**src/core/rcac_pkg.sv**
```systemverilog
package rcac_pkg;
  // register addresses on the host bus
  localparam logic [5:0] BIT_SYNC_LOOP_CONFIG_ADDR = 6'h1A;
  localparam logic [5:0] AGC_GAIN_LIMITS_AND_TARGET_ADDR = 6'h1B;
  // reset values
  localparam logic [7:0] BIT_SYNC_LOOP_CONFIG_RST = 8'h6C;
  localparam logic [7:0] AGC_GAIN_LIMITS_AND_TARGET_RST = 8'h03;
  // bit sync field positions
  localparam int CLKREC_INT_GAIN_PRE_LSB = 6;
  localparam int CLKREC_PROP_GAIN_PRE_LSB = 4;
  localparam int CLKREC_INT_GAIN_POST_SEL_BIT = 3;
  localparam int CLKREC_PROP_GAIN_POST_SEL_BIT = 2;
  localparam int RATE_OFFSET_SATURATION_LSB = 0;
  // agc field positions
  localparam int VGA_GAIN_CEILING_LSB = 6;
  localparam int LNA_GAIN_CEILING_LSB = 3;
  localparam int FILTER_AMPLITUDE_TARGET_LSB = 0;
  // gains are in units of base/2 so halving stays exact
  localparam int GAIN_W = 4;
  // digital vga step count, width of step index
  localparam int VGA_STEP_W = 3;
  localparam logic [VGA_STEP_W-1:0] VGA_TOP_STEP = 3'h7;
  // rate offset limit in 1/1000 percent
  localparam logic [15:0] RATE_LIM_0 = 16'h0000;
  localparam logic [15:0] RATE_LIM_1 = 16'h0C35; // 3.125 %
  localparam logic [15:0] RATE_LIM_2 = 16'h186A; // 6.25 %
  localparam logic [15:0] RATE_LIM_3 = 16'h30D4; // 12.5 %
  // lna cap below maximum, in tenths of a dB
  localparam logic [7:0] LNA_CAP_0 = 8'h00;
  localparam logic [7:0] LNA_CAP_1 = 8'h1A;
  localparam logic [7:0] LNA_CAP_2 = 8'h3D;
  localparam logic [7:0] LNA_CAP_3 = 8'h4A;
  localparam logic [7:0] LNA_CAP_4 = 8'h5C;
  localparam logic [7:0] LNA_CAP_5 = 8'h73;
  localparam logic [7:0] LNA_CAP_6 = 8'h92;
  localparam logic [7:0] LNA_CAP_7 = 8'hAB;
  // amplitude target in dB
  localparam logic [5:0] TGT_0 = 6'h18;
  localparam logic [5:0] TGT_1 = 6'h1B;
  localparam logic [5:0] TGT_2 = 6'h1E;
  localparam logic [5:0] TGT_3 = 6'h21;
  localparam logic [5:0] TGT_4 = 6'h24;
  localparam logic [5:0] TGT_5 = 6'h26;
  localparam logic [5:0] TGT_6 = 6'h28;
  localparam logic [5:0] TGT_7 = 6'h2A;

  // loop phase
  typedef enum logic {RCAC_PRE_SYNC, RCAC_POST_SYNC} rcac_phase_t;

  // register write request from the spi engine
  typedef struct packed {
    logic we;
    logic [5:0] addr;
    logic [7:0] wdata;
  } rcac_wr_t;

  // settings handed to the demodulator and agc
  typedef struct packed {
    logic [GAIN_W-1:0] int_gain;
    logic [GAIN_W-1:0] prop_gain;
    logic loops_frozen;
    logic [15:0] rate_offset_limit;
    logic [VGA_STEP_W-1:0] vga_max_step;
    logic [7:0] lna_cap_below_max;
    logic [5:0] amp_target_db;
  } rcac_cfg_t;

  // whole state of the block
  typedef struct packed {
    logic [7:0] bit_sync_loop_config;
    logic [7:0] agc_gain_limits_and_target;
    rcac_phase_t phase;
    logic carrier_seen;
    rcac_cfg_t cfg;
  } rcac_state_t;
endpackage

```
**src/core/rcac_config.sv**
```systemverilog
`timescale 1ns/1ps
// Contract
// - post-sync integral gain: same, or halved
// - post-sync proportional gain: same, or base
// - switch gains to post-sync at sync detect
// - rate offset limit codes 0..3 clamp values
// - vga ceiling removes top N gain steps
// - lna ceiling caps combined lna gain
// - amplitude target codes map 24..42 dB
// - pre-sync gains are base times code+1
// - gating freezes loops until carrier sense
module rcac_config (
  input wire logic clk,
  input wire logic srst,
  // register write from the spi engine
  input wire rcac_pkg::rcac_wr_t wr,
  // register read address
  input wire logic [5:0] rd_addr,
  output logic [7:0] rd_data,
  // loop freeze enable bit lives in the frequency offset register
  input wire logic loop_freeze_until_carrier,
  // pulse from the packet engine on sync word detect
  input wire logic sync_detected,
  // receiver back to idle or new packet search
  input wire logic sync_search_restart,
  // carrier sense level from the rssi logic, same clock
  input wire logic carrier_sense,
  output rcac_pkg::rcac_cfg_t cfg
);
  rcac_pkg::rcac_state_t st;
  rcac_pkg::rcac_state_t next_st;

  // field views of the live registers
  logic [1:0] pre_ki;
  logic [1:0] pre_kp;
  logic post_ki;
  logic post_kp;
  assign pre_ki = st.bit_sync_loop_config[rcac_pkg::CLKREC_INT_GAIN_PRE_LSB +: 2];
  assign pre_kp = st.bit_sync_loop_config[rcac_pkg::CLKREC_PROP_GAIN_PRE_LSB +: 2];
  assign post_ki = st.bit_sync_loop_config[rcac_pkg::CLKREC_INT_GAIN_POST_SEL_BIT];
  assign post_kp = st.bit_sync_loop_config[rcac_pkg::CLKREC_PROP_GAIN_POST_SEL_BIT];

  // pre-sync gain in half-base units: 2*(code+1)
  function automatic logic [rcac_pkg::GAIN_W-1:0] pre_gain(input logic [1:0] code);
    pre_gain = {1'b0, code, 1'b0} + 4'h2;
  endfunction

  // next-state logic
  always_comb begin
    next_st = st;
    // register writes; sync restart has no effect on the registers
    if (wr.we && wr.addr == rcac_pkg::BIT_SYNC_LOOP_CONFIG_ADDR) begin
      next_st.bit_sync_loop_config = wr.wdata;
    end
    if (wr.we && wr.addr == rcac_pkg::AGC_GAIN_LIMITS_AND_TARGET_ADDR) begin
      next_st.agc_gain_limits_and_target = wr.wdata;
    end
    // phase: detect wins over restart so a sync event is never lost
    if (sync_detected) begin
      next_st.phase = rcac_pkg::RCAC_POST_SYNC;
    end else if (sync_search_restart) begin
      next_st.phase = rcac_pkg::RCAC_PRE_SYNC;
    end
    // carrier seen latch releases the freeze; rearmed on restart
    if (carrier_sense) begin
      next_st.carrier_seen = 1'b1;
    end else if (sync_search_restart) begin
      next_st.carrier_seen = 1'b0;
    end
    // gains from the registered state, two cycles after the detect or restart pulse
    case (st.phase)
      rcac_pkg::RCAC_POST_SYNC: begin
        next_st.cfg.int_gain = post_ki ? (pre_gain(pre_ki) >> 1) : pre_gain(pre_ki);
        next_st.cfg.prop_gain = post_kp ? 4'h2 : pre_gain(pre_kp);
      end
      default: begin
        next_st.cfg.int_gain = pre_gain(pre_ki);
        next_st.cfg.prop_gain = pre_gain(pre_kp);
      end
    endcase
    next_st.cfg.loops_frozen = loop_freeze_until_carrier && !st.carrier_seen && !carrier_sense;
    case (st.bit_sync_loop_config[rcac_pkg::RATE_OFFSET_SATURATION_LSB +: 2])
      2'h1: next_st.cfg.rate_offset_limit = rcac_pkg::RATE_LIM_1;
      2'h2: next_st.cfg.rate_offset_limit = rcac_pkg::RATE_LIM_2;
      2'h3: next_st.cfg.rate_offset_limit = rcac_pkg::RATE_LIM_3;
      default: next_st.cfg.rate_offset_limit = rcac_pkg::RATE_LIM_0;
    endcase
    // highest usable step is top step minus the excluded count
    next_st.cfg.vga_max_step = rcac_pkg::VGA_TOP_STEP -
      {1'b0, st.agc_gain_limits_and_target[rcac_pkg::VGA_GAIN_CEILING_LSB +: 2]};
    case (st.agc_gain_limits_and_target[rcac_pkg::LNA_GAIN_CEILING_LSB +: 3])
      3'h1: next_st.cfg.lna_cap_below_max = rcac_pkg::LNA_CAP_1;
      3'h2: next_st.cfg.lna_cap_below_max = rcac_pkg::LNA_CAP_2;
      3'h3: next_st.cfg.lna_cap_below_max = rcac_pkg::LNA_CAP_3;
      3'h4: next_st.cfg.lna_cap_below_max = rcac_pkg::LNA_CAP_4;
      3'h5: next_st.cfg.lna_cap_below_max = rcac_pkg::LNA_CAP_5;
      3'h6: next_st.cfg.lna_cap_below_max = rcac_pkg::LNA_CAP_6;
      3'h7: next_st.cfg.lna_cap_below_max = rcac_pkg::LNA_CAP_7;
      default: next_st.cfg.lna_cap_below_max = rcac_pkg::LNA_CAP_0;
    endcase
    case (st.agc_gain_limits_and_target[rcac_pkg::FILTER_AMPLITUDE_TARGET_LSB +: 3])
      3'h0: next_st.cfg.amp_target_db = rcac_pkg::TGT_0;
      3'h1: next_st.cfg.amp_target_db = rcac_pkg::TGT_1;
      3'h2: next_st.cfg.amp_target_db = rcac_pkg::TGT_2;
      3'h4: next_st.cfg.amp_target_db = rcac_pkg::TGT_4;
      3'h5: next_st.cfg.amp_target_db = rcac_pkg::TGT_5;
      3'h6: next_st.cfg.amp_target_db = rcac_pkg::TGT_6;
      3'h7: next_st.cfg.amp_target_db = rcac_pkg::TGT_7;
      default: next_st.cfg.amp_target_db = rcac_pkg::TGT_3;
    endcase
  end

  // state register; outputs settle one cycle after reset release
  always_ff @(posedge clk) begin
    if (srst) begin
      st.bit_sync_loop_config <= rcac_pkg::BIT_SYNC_LOOP_CONFIG_RST;
      st.agc_gain_limits_and_target <= rcac_pkg::AGC_GAIN_LIMITS_AND_TARGET_RST;
      st.phase <= rcac_pkg::RCAC_PRE_SYNC;
      st.carrier_seen <= 1'b0;
      // reset gains follow the reset field codes, so the two can never drift apart
      st.cfg.int_gain <= pre_gain(rcac_pkg::BIT_SYNC_LOOP_CONFIG_RST[rcac_pkg::CLKREC_INT_GAIN_PRE_LSB +: 2]);
      st.cfg.prop_gain <= pre_gain(rcac_pkg::BIT_SYNC_LOOP_CONFIG_RST[rcac_pkg::CLKREC_PROP_GAIN_PRE_LSB +: 2]);
      st.cfg.loops_frozen <= 1'b0;
      st.cfg.rate_offset_limit <= rcac_pkg::RATE_LIM_0;
      st.cfg.vga_max_step <= rcac_pkg::VGA_TOP_STEP;
      st.cfg.lna_cap_below_max <= rcac_pkg::LNA_CAP_0;
      st.cfg.amp_target_db <= rcac_pkg::TGT_3;
    end else begin
      st <= next_st;
    end
  end

  // read mux, unmapped addresses read zero; combinational by design
  always_comb begin
    case (rd_addr)
      rcac_pkg::BIT_SYNC_LOOP_CONFIG_ADDR: rd_data = st.bit_sync_loop_config;
      rcac_pkg::AGC_GAIN_LIMITS_AND_TARGET_ADDR: rd_data = st.agc_gain_limits_and_target;
      default: rd_data = 8'h00;
    endcase
  end

  // every setting leaves straight from the state flops
  assign cfg = st.cfg;
endmodule // rcac_config

```
**config.mk**
```make
export PLATFORM = sky130hd
export DESIGN_NAME = rcac_config
export DESIGN_NICKNAME = d
export VERILOG_FILES = /design/src/core/rcac_pkg.sv /design/src/core/rcac_config.sv
export SDC_FILE = /design/constraint.sdc
export NUM_CORES = 1
export LEC_CHECK = 0
export BUFFER_PORTS_ARGS = -buffer_cell sky130_fd_sc_hd__clkbuf_2
export CELL_PAD_IN_SITES_DETAIL_PLACEMENT = 1
export CELL_PAD_IN_SITES_GLOBAL_PLACEMENT = 1
export CORE_MARGIN = 10
export CORE_UTILIZATION = 36
export DETAILED_ROUTE_END_ITERATION = 10
export PLACE_DENSITY_LB_ADDON = 0.1
export SLEW_MARGIN = 10
export SYNTH_ARGS = -nofsm -noshare
export SYNTH_HDL_FRONTEND = slang
export SYNTH_SLANG_ARGS = --single-unit
```
**constraint.sdc**
```tcl
create_clock -name clk -period 1.59 [get_ports clk]
set_input_delay 0.0795 -clock clk [delete_from_list [all_inputs] [get_ports clk]]
set_output_delay 0.0795 -clock clk [all_outputs]
set_load 0.01 [all_outputs]
```
==> out/metrics.yaml <==
seq_area_frac_synth_pct: 44.0
nFillCells: 703
ys_top_cells_by_area: "dfxtp_1 44%, buf_4 15%, mux2i_1 6.1%, nor2_1 3.9%, ha_1 3.5%"
vdd_ir_drop_max_mv: 0.312
antenna_found_initial: 0
p_per_area_nw_per_um2: 856
setup_viol: 0
pin_count: 77
wl_per_cell_um: 14.2
maxCapViolations: 0
period_needed_ns: 1.24
drt_iter0_drc: 20
synth_edf_count: 0
grt_overflow: 0
core_area_um2: 5850
synthCells: 225
synth.ff_latch_count: 47
grt_pass1_wl_mm: 8.16
drt_pre_antenna_iters: 4
grt_use_total_pct: 10.5
yosysTopAreaCell: "dfxtp_1"
cts_sinks: 47
netlist_area_um2: 2140
fin_ws_ns: 0.346
wl_mm: 4.82
rows: 28
postCtsSetupBuffers: 0
period_share_pct: 78.2
cp.required_ns: 1.51
clockRootBuffer: "clkbuf_8"
die_y_um: 97.0
fin_skew_ns: 0.00933
avgSynthCellArea_um2: 9.50
grt_pass1_vias: 1624
fp.dieW_um: 97.0
drv_slew: 0
crit_type: "register to primary output"
hold_viol: 0
drcViolationCount: 0
hp-class: "input port to register"
finalPower_w: 0.00205
hpwl_mm: 3.78
rsz0062_at_grt: "false"
place.gp.congestion: 0.745
ys.flop_type: "dfxtp_1"
grt_max_degree: 29
start_util_pct: 36.5
synth_top_area_share_pct: 44.0
setup_tns_ns: 0
place_ws_ns: 0.194
tritoncts: "done"
routed_via_density: 4.43
cts.reportedPaths.clkPinSlew_ns: 0.08
nets: 297
cts_buffers: 5
syn_to_final_growth_pct: 11.9
p_leak_nw: 1.08
drtAntennaViolNets: 0
start_kind: "register"
async_flop_share_pct: 0
end_kind: "primary output"
yosys_warnings: 0
num_antenna_cells: 0
ys_types: 31
worstSkewPairLatency_ns: 0.30
cts_max_level: 2
drive_above_1_share_pct: 36.0
die_area_um2: 9420
arrival_ns: 1.16
status: "complete, no violations"
port_buffers: 70
vias: 1503
path_max_fanout: 10
holdWs_ns: 0.0319
clock.fmax_mhz: 804
mostFrequentLayoutCells: "70 x clkbuf_2, 47 x dfxtp_1, 22 x nor2_1"
cts_buffer_depth: 2
final_common_cell: "clkbuf_2"
regToRegSetupSlack_ns: 0.38
==> critical path: stages (launching register included) <==
cell and delay, ns:
dfxtp_1 0.53, a22o_1 0.20, clkbuf_2 0.14
==> power by group <==
part | total, W | switching, W | leakage (nW) | internal (W)
Combinational | 0.000129 | 0.0000704 | 0.657 | 0.0000582
Clock | 0.000724 | 0.000382 | 0.0470 | 0.000342
Sequential | 0.00119 | 0.00000702 | 0.380 | 0.00119
Total | 0.00205 | 0.000460 | 1.08 | 0.00159
==> metal layers <==
metal  up-vias  share of wire (%)  global-route usage [%]
li1        775                  -                       -
met4         0                1.6                    4.09
met1       672                 45                    12.7
met3         6                9.9                    5.19
met5         -                  0                       0
met2        50                 44                    15.5
==> cell families after synthesis <==
logic type	count (synthesis)	synth area share [%]
muxes	13	6.09
and+or+nand+nor	68	17.7
other	2	0.351
DFF	47	44.0
adders and majority gates	6	3.51
xor gates and xnor gates	1	0.410
buffers and inverters	58	17.9
AOI/OAI and AO/OA	30	10.0
==> state kept, by name (all words and copies together), names as in the netlist <==
register  cells
pre_kp        2
st           12
pre_ki        2
cfg          29
post_ki       1
post_kp       1
==> what timing repair did <==
item,4_1_cts,5_1_grt
hold buffers,2,0
endpoints found under the hold margin,2,0
gates resized for setup,0,0
==> worst paths after layout <==
path	endpoint	start	cells past startpoint
worst max-delay path	rd_data[3]	st[47]	2
worst min-delay path	st[53]	wr[1]	3
worst min register to register	cfg[33]	st[42]	1
worst max register to register	cfg[29]	st[52]	4
==> through the flow <==
stage	cell area, um^2	utilization (%)	instances
after floorplan	2150	-	229
after global placement	2280	39.1	330
after detailed placement	2280	39.1	330
after CTS	2390	40.9	339
after global routing	2390	40.9	339
final	2390	40.9	339
==> cells in the mapped netlist, types with 2 or more instances <==
library cell	count
a211oi_1	5
a21oi_1	8
a22o_1	4
a22o_2	4
buf_4	42
clkbuf_1	6
conb_1	2
dfxtp_1	47
ha_1	6
inv_1	9
mux2i_1	13
nand2_1	5
nand2b_1	11
nand4bb_1	2
nor2_1	22
nor2b_1	10
nor3_1	6
o21ai_0	5
o21ba_2	2
or2_2	3
or3_2	3
==> area by class of cell <==
cell class | count | area, um^2 | share of cell area (%)
sequential | 47 | 941 | 39.3
multi-input combinational | 124 | 828 | 34.6
timing repair buffer | 77 | 408 | 17.1
tap | 75 | 93.8 | 3.92
inverter | 9 | 33.8 | 1.41
clock inverter | 1 | 5.00 | 0.209
clock buffer | 6 | 82.6 | 3.45
Note: power is estimated with default switching activity, not from simulation.
